==> src/inc/shutdown_reset_map.svh <==
// Register offsets, field positions, reset values and timing counts
`ifndef SHUTDOWN_RESET_MAP_SVH
`define SHUTDOWN_RESET_MAP_SVH
`define SYS_CTRL_ONE_ADDR     8'h03
`define SYS_HIB_CTRL_ADDR     8'h05
`define SYSTEM_ON_BIT         15
`define SW_RESET_BIT          14
`define RESTART_EN_BIT        13
`define HOLD_DUR_HI_BIT       11
`define HOLD_DUR_LO_BIT       10
`define MEM_VALID_BIT         5
`define OFF_HOLD_SEL_BIT      3
`define KEY_POL_BIT           1
`define HIB_REGCLR_SEL_BIT    5
`define HOST_HIB_STATE_BIT    4
`define MEM_HIB_STATE_BIT     2
`define SYS_CTRL_ONE_RESET    16'h0C02
`define SYS_HIB_CTRL_RESET    16'h0000
`define CLK_HZ                50000000
`define MS_TO_CYC(ms)         ((ms) * (`CLK_HZ / 1000))
`define GPIO_OFF_MS           5
`define KEY_OFF_LONG_MS       10000
`define KEY_OFF_SHORT_MS      5000
`define RETRY_INTERVAL_MS     200
`define HOLD_15_MS            15
`define HOLD_30_MS            30
`define HOLD_60_MS            60
`define HOLD_120_MS           120
`define RETRY_LIMIT           8
`define WDOG_FAULT_LIMIT      7
`endif

==> src/inc/shutdown_reset_pkg.sv <==
// Types for the shutdown and reset controller
package shutdown_reset_pkg;
   typedef enum logic [2:0] {ST_OFF, ST_STARTUP, ST_HOLD, ST_ACTIVE, ST_HIBERNATE, ST_RETRY_WAIT} pwr_state_t;
endpackage

==> src/shutdown_reset_control.sv <==
// Shutdown, fault restart, register clear and reset output control
`timescale 1ns/100ps
`include "shutdown_reset_map.svh"

module shutdown_reset_control #(
   parameter int unsigned GPIO_OFF_CYC  = `MS_TO_CYC(`GPIO_OFF_MS),
   parameter int unsigned KEY_LONG_CYC  = `MS_TO_CYC(`KEY_OFF_LONG_MS),
   parameter int unsigned KEY_SHORT_CYC = `MS_TO_CYC(`KEY_OFF_SHORT_MS),
   parameter int unsigned RETRY_CYC     = `MS_TO_CYC(`RETRY_INTERVAL_MS),
   parameter int unsigned HOLD_BASE_CYC = `MS_TO_CYC(`HOLD_15_MS)
) (
   input  wire logic        mclk_i,
   input  wire logic        rst_i,
   input  wire logic        wr_en_i,
   input  wire logic [7:0]  wr_addr_i,
   input  wire logic [15:0] wr_data_i,
   input  wire logic        sec_key_ok_i,
   input  wire logic [7:0]  rd_addr_i,
   output logic      [15:0] rd_data_o,
   input  wire logic        startup_event_i,
   input  wire logic        supplies_good_i,
   input  wire logic        hib_enter_i,
   input  wire logic        hib_exit_i,
   input  wire logic        power_key_i,
   input  wire logic        gpio_power_off_input_i,
   input  wire logic        gpio_power_off_pol_i,
   input  wire logic        manual_reset_n_i,
   input  wire logic        watchdog_timeout_i,
   input  wire logic        thermal_shutdown_i,
   input  wire logic        fault_shutdown_i,
   input  wire logic [1:0]  config_mode_i,
   input  wire logic        crystal_valid_i,
   input  wire logic        dev_mode_off_regclear_i,
   output logic [2:0]       pwr_state_o,
   output logic             host_reset_n_o,
   output logic             host_reset_n_oe_o,
   output logic             gpio_host_reset_n_o,
   output logic             memory_reset_n_o,
   output logic             reg_clear_o,
   output logic             config_request_out_o
);
   // Pin synchronisers
   logic [5:0] sync1_reg;
   logic [5:0] sync2_reg;
   always_ff @(posedge mclk_i)
   begin
      if (rst_i)
      begin
         sync1_reg <= 6'h00;
         sync2_reg <= 6'h00;
      end
      else
      begin
         sync1_reg <= {power_key_i, gpio_power_off_input_i, manual_reset_n_i,
                       watchdog_timeout_i, thermal_shutdown_i, crystal_valid_i};
         sync2_reg <= sync1_reg;
      end
   end
   wire key_s    = sync2_reg[5];
   wire poff_s   = sync2_reg[4];
   wire mr_n_s   = sync2_reg[3];
   wire wdog_s   = sync2_reg[2];
   wire therm_s  = sync2_reg[1];
   wire xtal_s   = sync2_reg[0];

   shutdown_reset_pkg::pwr_state_t state_reg;
   logic [15:0] ctrl_one_reg;
   logic [15:0] hib_ctrl_reg;
   logic [3:0]  retry_cnt_reg;
   logic [3:0]  fault_cnt_reg;
   logic [31:0] key_cnt_reg;
   logic [31:0] poff_cnt_reg;
   logic [31:0] tmr_reg;
   logic [31:0] swrst_cnt_reg;
   logic        wdog_d_reg;
   logic        powered_once_reg;

   function automatic logic [31:0] hold_cycles(input logic [1:0] code);
      hold_cycles = HOLD_BASE_CYC << code;
   endfunction

   wire [31:0] hold_cyc = hold_cycles(ctrl_one_reg[`HOLD_DUR_HI_BIT:`HOLD_DUR_LO_BIT]);
   wire key_act  = key_s ^ ctrl_one_reg[`KEY_POL_BIT];
   wire poff_act = poff_s ~^ gpio_power_off_pol_i;
   wire [31:0] key_lim = ctrl_one_reg[`OFF_HOLD_SEL_BIT] ? KEY_SHORT_CYC : KEY_LONG_CYC;
   wire wdog_rise = wdog_s && !wdog_d_reg;
   wire on_state = (state_reg == shutdown_reset_pkg::ST_ACTIVE) ||
                   (state_reg == shutdown_reset_pkg::ST_HIBERNATE);
   wire key_done  = key_cnt_reg >= key_lim;
   wire poff_done = poff_cnt_reg >= GPIO_OFF_CYC;
   wire wdog_off  = wdog_rise && (fault_cnt_reg >= 4'(`WDOG_FAULT_LIMIT));
   wire sw_off    = wr_en_i && wr_addr_i == `SYS_CTRL_ONE_ADDR && !wr_data_i[`SYSTEM_ON_BIT];
   wire hard_off  = key_done || poff_done || wdog_off || therm_s || sw_off;
   // Held fault ignored while supplies are down between retries
   wire fault_ev  = fault_shutdown_i && state_reg != shutdown_reset_pkg::ST_OFF &&
                    state_reg != shutdown_reset_pkg::ST_RETRY_WAIT;
   wire regclr_off = !(config_mode_i == 2'b00 && !dev_mode_off_regclear_i);
   wire sw_rst_req = wr_en_i && wr_addr_i == `SYS_CTRL_ONE_ADDR && wr_data_i[`SW_RESET_BIT]
                     && sec_key_ok_i;

   // Hold-time qualification counters
   always_ff @(posedge mclk_i)
   begin
      if (rst_i || !key_act || !on_state)
         key_cnt_reg <= 32'h0;
      else if (!key_done)
         key_cnt_reg <= key_cnt_reg + 32'h1;
   end
   always_ff @(posedge mclk_i)
   begin
      if (rst_i || !poff_act || !on_state)
         poff_cnt_reg <= 32'h0;
      else if (!poff_done)
         poff_cnt_reg <= poff_cnt_reg + 32'h1;
   end

   // Watchdog and fault shutdown history
   always_ff @(posedge mclk_i)
   begin
      if (rst_i)
      begin
         wdog_d_reg    <= 1'b0;
         fault_cnt_reg <= 4'h0;
      end
      else
      begin
         wdog_d_reg <= wdog_s;
         if ((wdog_rise || fault_ev) && fault_cnt_reg != 4'hF)
            fault_cnt_reg <= fault_cnt_reg + 4'h1;
      end
   end

   // Main power state machine
   always_ff @(posedge mclk_i)
   begin
      if (rst_i)
      begin
         state_reg     <= shutdown_reset_pkg::ST_OFF;
         retry_cnt_reg <= 4'h0;
         tmr_reg       <= 32'h0;
      end
      else if (on_state && hard_off)
      begin
         state_reg     <= shutdown_reset_pkg::ST_OFF;
         retry_cnt_reg <= 4'h0;
      end
      else if (fault_ev)
      begin
         tmr_reg <= 32'h0;
         if (ctrl_one_reg[`RESTART_EN_BIT] && retry_cnt_reg < 4'(`RETRY_LIMIT))
         begin
            state_reg     <= shutdown_reset_pkg::ST_RETRY_WAIT;
            retry_cnt_reg <= retry_cnt_reg + 4'h1;
         end
         else
         begin
            state_reg     <= shutdown_reset_pkg::ST_OFF;
            retry_cnt_reg <= 4'h0;
         end
      end
      else
      begin
         case (state_reg)
            shutdown_reset_pkg::ST_OFF:
               if (startup_event_i)
               begin
                  state_reg     <= shutdown_reset_pkg::ST_STARTUP;
                  retry_cnt_reg <= 4'h0;
               end
            shutdown_reset_pkg::ST_RETRY_WAIT:
               if (tmr_reg >= RETRY_CYC - 1)
                  state_reg <= shutdown_reset_pkg::ST_STARTUP;
               else
                  tmr_reg <= tmr_reg + 32'h1;
            shutdown_reset_pkg::ST_STARTUP:
               if (supplies_good_i && (config_mode_i != 2'b11 || xtal_s))
               begin
                  state_reg <= shutdown_reset_pkg::ST_HOLD;
                  tmr_reg   <= 32'h0;
               end
            shutdown_reset_pkg::ST_HOLD:
               if (tmr_reg >= hold_cyc - 1)
               begin
                  state_reg     <= shutdown_reset_pkg::ST_ACTIVE;
                  retry_cnt_reg <= 4'h0;
               end
               else
                  tmr_reg <= tmr_reg + 32'h1;
            shutdown_reset_pkg::ST_ACTIVE:
               if (hib_enter_i)
                  state_reg <= shutdown_reset_pkg::ST_HIBERNATE;
            shutdown_reset_pkg::ST_HIBERNATE:
               if (hib_exit_i)
                  state_reg <= shutdown_reset_pkg::ST_ACTIVE;
            default:
               state_reg <= shutdown_reset_pkg::ST_OFF;
         endcase
      end
   end

   wire entering_off = state_reg != shutdown_reset_pkg::ST_OFF &&
                       ((on_state && hard_off) ||
                        (fault_ev && !(ctrl_one_reg[`RESTART_EN_BIT] && retry_cnt_reg < 4'(`RETRY_LIMIT))));
   wire hib_leave = state_reg == shutdown_reset_pkg::ST_HIBERNATE && hib_exit_i && !hard_off && !fault_ev;
   wire hib_clr   = hib_leave && !hib_ctrl_reg[`HIB_REGCLR_SEL_BIT];
   wire do_clear  = (entering_off && regclr_off) || hib_clr;

   // Software reset hold timer
   always_ff @(posedge mclk_i)
   begin
      if (rst_i)
         swrst_cnt_reg <= 32'h0;
      else if (sw_rst_req)
         swrst_cnt_reg <= hold_cyc;
      else if (swrst_cnt_reg != 32'h0)
         swrst_cnt_reg <= swrst_cnt_reg - 32'h1;
   end

   // Reset output levels
   logic host_rst_n_next;
   logic mem_rst_n_next;
   always_comb
   begin
      case (state_reg)
         shutdown_reset_pkg::ST_ACTIVE:
         begin
            host_rst_n_next = 1'b1;
            mem_rst_n_next  = 1'b1;
         end
         shutdown_reset_pkg::ST_HIBERNATE:
         begin
            host_rst_n_next = hib_ctrl_reg[`HOST_HIB_STATE_BIT];
            mem_rst_n_next  = hib_ctrl_reg[`MEM_HIB_STATE_BIT];
         end
         default:
         begin
            host_rst_n_next = 1'b0;
            mem_rst_n_next  = 1'b0;
         end
      endcase
      if (!mr_n_s || swrst_cnt_reg != 32'h0 || entering_off)
      begin
         host_rst_n_next = 1'b0;
         mem_rst_n_next  = 1'b0;
      end
   end
   wire mem_rst_sm = !mem_rst_n_next && mr_n_s;

   // Control registers
   always_ff @(posedge mclk_i)
   begin
      if (rst_i || do_clear)
      begin
         ctrl_one_reg <= `SYS_CTRL_ONE_RESET;
         hib_ctrl_reg <= `SYS_HIB_CTRL_RESET;
      end
      else
      begin
         if (wr_en_i && wr_addr_i == `SYS_CTRL_ONE_ADDR)
            ctrl_one_reg <= wr_data_i & 16'hAC2A;
         if (wr_en_i && wr_addr_i == `SYS_HIB_CTRL_ADDR)
            hib_ctrl_reg <= wr_data_i & 16'h0034;
         if (state_reg == shutdown_reset_pkg::ST_STARTUP)
            ctrl_one_reg[`SYSTEM_ON_BIT] <= 1'b1;
         if (state_reg == shutdown_reset_pkg::ST_STARTUP || mem_rst_sm)
            ctrl_one_reg[`MEM_VALID_BIT] <= 1'b0;
         if (state_reg == shutdown_reset_pkg::ST_OFF)
            ctrl_one_reg[`SYSTEM_ON_BIT] <= 1'b0;
      end
   end

   // Registered outputs
   always_ff @(posedge mclk_i)
   begin
      if (rst_i)
      begin
         host_reset_n_o       <= 1'b0;
         host_reset_n_oe_o    <= 1'b1;
         gpio_host_reset_n_o  <= 1'b0;
         memory_reset_n_o     <= 1'b0;
         reg_clear_o          <= 1'b0;
         config_request_out_o <= 1'b0;
         powered_once_reg     <= 1'b0;
         rd_data_o            <= 16'h0000;
         pwr_state_o          <= 3'h0;
      end
      else
      begin
         host_reset_n_o      <= host_rst_n_next;
         host_reset_n_oe_o   <= !host_rst_n_next;
         gpio_host_reset_n_o <= host_rst_n_next;
         memory_reset_n_o    <= mem_rst_n_next;
         reg_clear_o         <= do_clear;
         pwr_state_o         <= 3'(state_reg);
         if (state_reg == shutdown_reset_pkg::ST_STARTUP)
            powered_once_reg <= 1'b1;
         config_request_out_o <= (state_reg == shutdown_reset_pkg::ST_STARTUP) ||
                                 (powered_once_reg && !regclr_off);
         case (rd_addr_i)
            `SYS_CTRL_ONE_ADDR: rd_data_o <= ctrl_one_reg;
            `SYS_HIB_CTRL_ADDR: rd_data_o <= hib_ctrl_reg;
            default:            rd_data_o <= 16'h0000;
         endcase
      end
   end

   // Checks
   off_host_low_a: assert property (@(posedge mclk_i) disable iff (rst_i)
      state_reg == shutdown_reset_pkg::ST_OFF |=> !host_reset_n_o)
      else $error("host reset high in off");
   hard_off_a: assert property (@(posedge mclk_i) disable iff (rst_i)
      on_state && hard_off |=> state_reg == shutdown_reset_pkg::ST_OFF)
      else $error("shutdown event ignored");
   mr_resets_a: assert property (@(posedge mclk_i) disable iff (rst_i)
      !mr_n_s |=> !host_reset_n_o && !memory_reset_n_o)
      else $error("manual reset not applied");
   no_restart_a: assert property (@(posedge mclk_i) disable iff (rst_i)
      fault_ev && !ctrl_one_reg[`RESTART_EN_BIT] && !(on_state && hard_off)
      |=> state_reg == shutdown_reset_pkg::ST_OFF)
      else $error("fault without restart not off");
   retry_bound_a: assert property (@(posedge mclk_i) disable iff (rst_i)
      retry_cnt_reg <= 4'(`RETRY_LIMIT))
      else $error("retry count over limit");
   sysrst_hold_a: assert property (@(posedge mclk_i) disable iff (rst_i)
      sw_rst_req |=> ##1 !host_reset_n_o [*2])
      else $error("software reset not held");
   startup_on_a: assert property (@(posedge mclk_i) disable iff (rst_i)
      state_reg == shutdown_reset_pkg::ST_STARTUP && !do_clear |=> ctrl_one_reg[`SYSTEM_ON_BIT])
      else $error("system-on not set in start-up");
   hib_host_a: assert property (@(posedge mclk_i) disable iff (rst_i)
      state_reg == shutdown_reset_pkg::ST_HIBERNATE && mr_n_s && swrst_cnt_reg == 32'h0 && !entering_off
      |=> host_reset_n_o == $past(hib_ctrl_reg[`HOST_HIB_STATE_BIT]))
      else $error("hibernate host reset level wrong");
   mem_valid_a: assert property (@(posedge mclk_i) disable iff (rst_i)
      mem_rst_sm |=> !ctrl_one_reg[`MEM_VALID_BIT])
      else $error("memory valid not cleared");
   xtal_wait_a: assert property (@(posedge mclk_i) disable iff (rst_i)
      state_reg == shutdown_reset_pkg::ST_STARTUP && config_mode_i == 2'b11 && !xtal_s && !fault_ev
      |=> state_reg == shutdown_reset_pkg::ST_STARTUP)
      else $error("start-up passed without crystal");
   reach_active_c: cover property (@(posedge mclk_i) state_reg == shutdown_reset_pkg::ST_ACTIVE);
   retry_c: cover property (@(posedge mclk_i) state_reg == shutdown_reset_pkg::ST_RETRY_WAIT);
   wdog_early_a: assert property (@(posedge mclk_i) disable iff (rst_i)
      on_state && wdog_rise && fault_cnt_reg < 4'(`WDOG_FAULT_LIMIT) && !key_done && !poff_done
      && !therm_s && !sw_off && !fault_ev |=> state_reg != shutdown_reset_pkg::ST_OFF)
      else $error("watchdog shutdown too early");
   hib_clr_c: cover property (@(posedge mclk_i) hib_clr);
   wdog_off_c: cover property (@(posedge mclk_i) on_state && wdog_off);
   keep_regs_c: cover property (@(posedge mclk_i) entering_off && !regclr_off);
endmodule // shutdown_reset_control

==> config.mk <==
export PLATFORM = sky130hd
export DESIGN_NAME = shutdown_reset_control
export DESIGN_NICKNAME = d
export VERILOG_FILES = /design/src/inc/shutdown_reset_pkg.sv /design/src/shutdown_reset_control.sv
export VERILOG_INCLUDE_DIRS = /design/src /design/src/inc
export SDC_FILE = /design/constraint.sdc
export NUM_CORES = 1
export LEC_CHECK = 0
export BUFFER_PORTS_ARGS = -buffer_cell sky130_fd_sc_hd__buf_2
export CAP_MARGIN = 0
export CORE_MARGIN = 5
export CORE_UTILIZATION = 40
export CTS_CLUSTER_DIAMETER = 200
export DETAILED_ROUTE_END_ITERATION = 8
export PLACE_DENSITY = 0.56
export SLEW_MARGIN = 20
export SYNTH_ARGS = -nofsm -noshare
export SYNTH_HDL_FRONTEND = slang
export SYNTH_SLANG_ARGS = --single-unit
==> constraint.sdc <==
create_clock -name mclk_i -period 4.5 [get_ports mclk_i]
set_input_delay 0.225 -clock mclk_i [delete_from_list [all_inputs] [get_ports mclk_i]]
set_output_delay 0.225 -clock mclk_i [all_outputs]
set_load 0.005 [all_outputs]
After elaboration in Yosys (flattened, before gate mapping)
Index checks and enable logic that the tools add are counted.
{ "classes": {"add_sub_neg": 7, "multipliers": 0, "n_div": 0, "n_lt_le_gt_ge": 6, "n_eq_ne": 20, "shifts": 1, "mux": 29, "bitwise_logic": 3, "n_reduce_logical": 69} }
{ "op_table": {"columns": ["cell", "n"], "rows": [
  ["$mux 32", 6],
  ["$add 32x1->32 const B", 3],
  ["$pmux 32 s3", 1],
  ["$sub 32x1->32 const B", 2],
  ["$ge 32x18->1 const B", 1],
  ["$ge 32x24->1 const B", 1],
  ["$ge 32x29->1", 1],
  ["$ge 32x32->1", 1],
  ["$pmux 16 s2", 1],
  ["$reduce_bool 32->1", 1],
  ["$shl 20x2->32 const A", 1],
  ["$mux 29", 1],
  ["$ne 3x3->1 const B", 9],
  ["$mux 3", 8],
  ["$logic_and 1x1->1", 23],
  ["$logic_or 1x1->1", 18],
  ["$pmux 3 s6", 1],
  ["$eq 8x2->1 const B", 2],
  ["$eq 8x3->1 const B", 2],
  ["$mux 16", 1],
  ["$mux 4", 4],
  ["$logic_not 1->1", 14],
  ["$add 4x1->4 const B", 2],
  ["$pmux 4 s2", 1],
  ["other kinds (21)", 30]
]} }
{ "totals": {"regBits": 187, "latchBits": 0, "ramBits": 0, "mem_bits_ro": 0, "in_bits": 51, "output_inout_bits": 25, "word_cells": 157, "memories": 0} }

Longest topological paths before layout
Gate-level depths: netlist of the first run.
{ "depth": {"depth_word": 15, "ltp_mapped": 15, "ltp_nobuf": 14} }

Least setup slack after synthesis of the first run
Ideal clock, no wire load.
{ "synth_path": {"path_kind": "flip-flop to flip-flop", "from": "register ctrl_one_reg[10]", "to": "register tmr_reg[10]", "setup_time_ns": 0.120, "arrival_time_ns": 3.243, "slack_ns": 1.138, "stages_incl_launch_ff": 16, "synth_period_minus_slack_ns": 3.362, "path_cell_list": "dfxtp_1 inv_1 ha_1 inv_1 and4_1 nand4_1 ha_1 and4_1 a21o_1 a211oi_1 a41oi_1 nand4b_1 nand4_1 nor2b_1 clkbuf_1 a211o_1"} }
{ "synth_between": {"elab_chain_len": 5} }
{ "synth_lines": {"columns": ["element", "line", "rtl"], "rows": [
  ["start, declared", "shutdown_reset_control.sv:67", "logic [15:0] ctrl_one_reg;"],
  ["start signal, assigned", "shutdown_reset_control.sv:254", "ctrl_one_reg <= `SYS_CTRL_ONE_RESET;"],
  ["start signal, assigned", "shutdown_reset_control.sv:260", "ctrl_one_reg <= wr_data_i & 16'hAC2A;"],
  ["$shl 20x2->32", "shutdown_reset_control.sv:79", "hold_cycles = HOLD_BASE_CYC << code;"],
  ["$sub 32x1->32", "shutdown_reset_control.sv:182", "if (tmr_reg >= hold_cyc - 1)"],
  ["$ge 32x32->1", "shutdown_reset_control.sv:182", null],
  ["$ne 3x3->1 (no source line)", null, null],
  ["$reduce_and 5->1 (no source line)", null, null],
  ["end signal, assigned", "shutdown_reset_control.sv:174", "tmr_reg <= tmr_reg + 32'h1;"],
  ["end signal, assigned", "shutdown_reset_control.sv:188", "tmr_reg <= tmr_reg + 32'h1;"],
  ["end, declared", "shutdown_reset_control.sv:73", "logic [31:0] tmr_reg;"]
]} }
No other way between the ends.
A chain may end at the register's enable or synchronous reset.

Worst setup path after layout of the first run
{ "layout_path": {"from": "register ctrl_one_reg[10]", "to": "register tmr_reg[16]"} }
Same word-level chain as after synthesis.

==> results of run 1 <==
-- power by group through the flow --
stage | logic [W] | clock network [W] | registers, W
3_3_place_gp | 0.00111 | 0 | 0.00189
6_report | 0.00113 | 0.00150 | 0.00186
4_1_cts | 0.00113 | 0.00154 | 0.00186
5_1_grt | 0.00127 | 0.00161 | 0.00188
3_5_place_dp | 0.00112 | 0 | 0.00189
2_1_floorplan | 0.000917 | 0 | 0.00186
-- layout make-up --
type                    instances  area share, %
multi-input cells             855           50.8
flip-flops and latches        180           34.1
repair buffers                 81           4.40
clock buffers                  18           4.15
well taps                     313           3.70
clock inverters                14           1.44
inverters                      39           1.38
diodes                          1         0.0237
-- worst paths after layout --
| path | slack, ps | end |
|---|---|---|
| worst max-delay path | 800 | tmr_reg[16] |
| worst min-delay path | 30 | sync1_reg[5] |
| worst max register to register | 800 | tmr_reg[16] |
| worst min register to register | 440 | sync2_reg[4] |
-- Yosys cell counts (5+ instances only) --
cell type	instances
and4_1	7
a22oi_1	5
clkbuf_1	36
a211oi_1	12
nor3b_1	9
mux2i_1	8
o31ai_1	13
nor2b_1	44
and3_1	39
and2_1	11
xor2_1	18
ha_1	58
a31oi_1	14
dfxtp_1	180
a211o_1	10
or3_1	26
nand4_1	26
or4_1	12
nand2_1	65
nand3b_1	6
o21ai_0	62
nor4_1	25
xnor2_1	42
nand3_1	33
nor3_1	28
a21oi_1	63
a21o_1	8
nand2b_1	15
buf_4	9
nor2_1	137
inv_1	39
-- metrics by stage --
step	total power (W)	setup WS, ps	cells
final	0.00448	804	1501
after global routing	0.00477	557	1501
after CTS	0.00452	823	1499
after detailed placement	0.00301	880	1463
after global placement	0.00300	930	1463
after floorplan	0.00277	1140	1122
-- critical path: cells and delay by family (launching register included) --
family | cells | cell delay (ps)
AOI/OAI and AO/OA | 4 | 660
DFF | 1 | 340
adders and majority gates | 2 | 660
buffers and inverters | 3 | 490
and+or+nand+nor | 6 | 1480
-- logic make-up after synthesis --
family | synth area share, %
AOI/OAI and AO/OA | 14.2
xor gates and xnor gates | 5.65
adders and majority gates | 7.80
buffers and inverters | 3.95
DFF | 38.7
muxes | 0.982
other | 0.0807
and+or+nand+nor | 28.6
-- routing by layer --
layer | vias up | part of all wire, %
met5 | - | 0
met2 | 159 | 43
met1 | 3585 | 51
met3 | 20 | 4.2
li1 | 4069 | -
met4 | 0 | 1.5
==> results.ini, run 1 <==
[drt]
drtPass1Iterations = 5
routedWlPerCell_um = 14.8
final_antenna_net_count = 0
routed_wl_mm = 22.2
drt_iter0_drc = 396
viasPerCell = 5.22
route.detailed.drc = 0
routed-via-count = 7833

[power_and_ir_drop]
p_int_w = 0.00298
swShare_pct = 33.5
power-per-cell-area_mw_per_mm2 = 424
power.clock.fraction_pct = 33.4
pwr-share-comb_pct = 25.1
p_switching_w = 0.00150
power_leakage_nw = 4.23
pwr-share-seq_pct = 41.5
ir_drop_mv = 0.204

[global_routing]
grt_util_met2_pct = 26.2
grt_max_degree = 38
top_usage_layer = met2
overflow = 0
antenna_found_initial = 1
grt_usage_pct = 16.8
grt_pass1_wl_mm = 36.3
grt_use_met3_pct = 3.26
met1_usage_pct = 23.8
grt_pass1_vias = 7114

[clock_network]
cts_tree = built
cts_root_buffer = clkbuf_16
clk_pin_slew_worst_paths_ps = 70
holdBufCountCts = 4
cts_max_path_buffers = 2
cts_setup_buffers = 0
cts_buffers = 17
cts_sinks = 180
cts.repair.resized = 0
htreeDepth = 4
clk_latency_ps = 440

[place]
dp_hpwl_mm = 15.9
place.port_buffers = 62
place_area_mm2 = 0.00994
place_congestion = 0.827

[synthesis]
syn_area_mm2 = 0.00931
synth_top_area_share_pct = 38.7
synthTopCellsByArea = dfxtp_1, ha_1, nor2_1
yosysWarnings = 0
synth_edf_count = 0
syn_inst = 1110
seq_area_frac_synth_pct = 38.7
yosys_register_bits = 180
yosys.area.top_type = dfxtp_1
ys.flop_type = dfxtp_1
async_flop_share_pct = 0
ys_types = 64
syn_area_per_cell_um2 = 8.38

[floorplan]
die_y_um = 163
pin_count = 76
die-area_mm2 = 0.0264
start_util_pct = 40.9
num_rows = 55
fp.dieW_um = 163
core-area_mm2 = 0.0228

[cells_and_area]
most-common-layout-cells = dfxtp_1, nor2_1, nand2_1, a21oi_1
drive_gt1_share_pct = 10.4
area_delta_synth_final_pct = 13.7
fin_util_pct = 46.4
regArea_mm2 = 0.00360
fin_area_mm2 = 0.0106
multiInputGateArea_mm2 = 0.00538
final_nets = 1283
mostFrequentLayoutCell = dfxtp_1
fillers = 2259

[timing]
hold_viol_final = 0
fin_crit_sh_pct = 82.1
rsz0062_at_grt = no
final.setup_skew_ps = 10.7
setup_viol = 0
tightest_slew_ps = 1070
max_freq_mhz = 271
setup_tns_ps = 0
slew_headroom_pct = 28.8
holdWs_ps = 34.7
slew_violations = 0
min_period_ps = 3700

[critical_path]
critical_path.slowest_cell = or4_1
crit_path_start = ctrl_one_reg[10]
required_ps = 4860
arrival_ps = 4060
cp_slowest_stage_delay_ps = 520
r2r_cells = 15
crit_chain = inv_1, ha_1, inv_1, and4_1, nand4_1, ha_1, and4_1, a21o_1, a211oi_1, a41oi_1, nand4b_1, nand4_1, buf_4, or4_1, a21oi_1
critical_path_class = reg2reg
cp-start-kind = flip-flop
cp_max_fo = 24
cp-end-kind = flip-flop
r2r-start = ctrl_one_reg[10]

[hold_path]
min_path_type = in2reg
hold_depth = 2
hp-start = power_key_i

[run_status]
status = completed

[job]
drv_cap = 0

Power figures use the tool's default switching activity.
==> run 2: changes to the inputs <==
--- a/config.mk
+++ b/config.mk
@@ -12,7 +12,7 @@
 export CORE_UTILIZATION = 40
 export CTS_CLUSTER_DIAMETER = 200
 export DETAILED_ROUTE_END_ITERATION = 8
-export PLACE_DENSITY = 0.56
+export PLACE_DENSITY = 0.58
 export SLEW_MARGIN = 20
 export SYNTH_ARGS = -nofsm -noshare
 export SYNTH_HDL_FRONTEND = slang
==> constraint.sdc (replaced) <==
create_clock -name mclk_i -period 3.15 [get_ports mclk_i]
set_input_delay 0.1575 -clock mclk_i [delete_from_list [all_inputs] [get_ports mclk_i]]
set_output_delay 0.1575 -clock mclk_i [all_outputs]
set_load 0.005 [all_outputs]
==> run 2 against run 1 <==
  * The flow now finishes with violations (setup timing)
  * Highest routed layer unchanged
  * First-iteration DRC count rose by 26%
  * Critical path type unchanged
  * Total power rose by 50%
  * Non-clock buffer count rose by 87
  * Largest power group unchanged
  * Worst setup slack got worse by 870 ps
  * Die area did not move
==> results.ini, run 2 (same netlist as run 1, synthesis figures left out) <==
[run_status]
status = complete, but fails checks
failed_checks = setup timing

[power_and_ir_drop]
swShare_pct = 33.8
pwr-share-seq_pct = 39.3
ir_drop_mv = 0.330
pwr-share-comb_pct = 28.0
power-per-cell-area_mw_per_mm2 = 581
power_leakage_nw = 4.71
p_int_w = 0.00444
p_switching_w = 0.00226
p_total_w = 0.00670
power.clock.fraction_pct = 32.7

[timing]
tightest_slew_ps = 629
final.setup_skew_ps = 17.2
holdWs_ps = 22.6
min_period_ps = 3220
setup_viol = 8
hold_viol_final = 0
rsz0062_at_grt = yes
setup_ws_ps = -68.5
slew_violations = 0
max_freq_mhz = 311
slew_headroom_pct = 58.0
fin_crit_sh_pct = 102

[cells_and_area]
antenna_cells = 0
area_delta_synth_final_pct = 24.0
final_cells = 1587
most-common-layout-cells = dfxtp_1, nor2_1, buf_4, nand2_1, a21oi_1
drive_gt1_share_pct = 19.1
final_nets = 1370
mostFrequentLayoutCell = dfxtp_1

[critical_path]
cp_slowest_stage_delay_ps = 390
arrival_ps = 3590
critical_path_class = reg2reg
rrSetupSlack_ps = -70
cp_max_fo = 7
r2r_end = tmr_reg[1]
required_ps = 3520
r2r-start = ctrl_one_reg[10]
r2r_cells = 15
cp-start-kind = flip-flop
crit_chain = buf_6, ha_2, and4_1, nand4_1, ha_1, a21oi_1, o21ai_0, a211oi_2, a41oi_2, nand4b_1, nand4_1, buf_6, buf_6, or3_1, a21oi_1
crit_end = tmr_reg[1]
crit_path_start = ctrl_one_reg[10]
cp-end-kind = flip-flop
critical_path.slowest_cell = dfxtp_4
crit_top_cell = buf_6

[drt]
routed_wl_mm = 24.2
viasPerCell = 5.22
routedWlPerCell_um = 15.2
final_antenna_net_count = 0
routed-via-count = 8280
route.detailed.drc = 0
drtPass1Iterations = 5
drt_iter0_drc = 500

[clock_network]
cts_root_buffer = clkbuf_16
clk_latency_ps = 450
clk_pin_slew_worst_paths_ps = 70
cts_tree = built
htreeDepth = 4
cts_sinks = 180
cts_buffers = 17
cts_max_path_buffers = 2

[floorplan]
die_y_um = 163
core-area_mm2 = 0.0228
start_util_pct = 40.9
die-area_mm2 = 0.0264
pin_count = 76
fp.dieW_um = 163
num_rows = 55

[global_routing]
overflow = 0
grt_pass1_vias = 7608
grt_max_degree = 39
grt_usage_pct = 18.0
grt_pass1_wl_mm = 38.8
antenna_found_initial = 0

[place]
place_congestion = 0.841
placed_cells = 1530
dp_hpwl_mm = 17.3
place.port_buffers = 62

[hold_path]
min_path_type = in2reg

[job]
drv_cap = 0

run 2: changes by cell type in the layout (fill, tap and decap cells not counted), sizes merged:
cell         previous run  this run
buf                    76       157
clkinv                  3        10
clkinvlp                1         0
diode                   1         0
dlygate4sd3             5        11
inv                    49        43
run 2: worst max-delay path: cells and delay by family, from the launching register on:
kind / cells / cell delay, ps
AOI/OAI and AO/OA: 5 / 800
adders and majority gates: 2 / 500
buffers and inverters: 3 / 470
DFF: 1 / 390
and+or+nand+nor: 5 / 980
run 2: power by group through the flow:
stage	Sequential, W	Clock [W]	Combinational, W
global placement	0.00268	0	0.00176
CTS	0.00263	0.00223	0.00185
detailed placement	0.00269	0	0.00177
global route	0.00266	0.00233	0.00209
floorplan	0.00265	0	0.00131
finish	0.00263	0.00219	0.00188
run 2: metal layers:
metal / track usage, % / part of all wire (%) / up-vias
met4: 4.46 / 1.1 / 0
met5: 0 / 0 / -
met3: 3.72 / 4.5 / 18
met1: 25.2 / 50 / 3847
met2: 28.3 / 45 / 165
li1: - / - / 4250
run 2: stage by stage:
stage	util [%]	worst slack [ps]	area (µm²)	setup TNS, ps
after floorplan	-	0.337	9380	0
after global placement	46.0	-148	10500	-1380
after detailed placement	46.0	-254	10500	-4110
after CTS	50.1	-69.6	11400	-366
after global routing	50.7	-201	11500	-2820
final	50.7	-68.5	11500	-372
run 2: worst min-delay path by stage:
| stage | startpoint | end | slack, ps | cells after the start |
|---|---|---|---|---|
| finish | rd_addr_i[1] | rd_data_o[5] | 20 | 3 |
| global route | manual_reset_n_i | sync1_reg[3] | 20 | 2 |
| CTS | rd_addr_i[1] | rd_data_o[5] | 8 | 3 |
| detailed placement | crystal_valid_i | sync1_reg[0] | 380 | 2 |
| global placement | watchdog_timeout_i | sync1_reg[2] | 370 | 2 |
| floorplan | crystal_valid_i | sync1_reg[0] | 290 | 1 |
run 2: area by class of cell:
type	count	area [µm²]
repair buffers	168	1180
well taps	313	392
inverters	39	151
multi-input cells	855	5580
flip-flops and latches	180	3610
clock buffers	18	439
clock inverters	14	185
fillers	2158	11200
run 2: repair_timing:
action,4_1_cts,5_1_grt
cloned,1,0
endpoints found under the hold margin,11,0
gates resized for setup,37,36
pin swaps,25,36
endpoints found under the setup margin,37,53
hold buffers,11,0
setup buffers,11,3
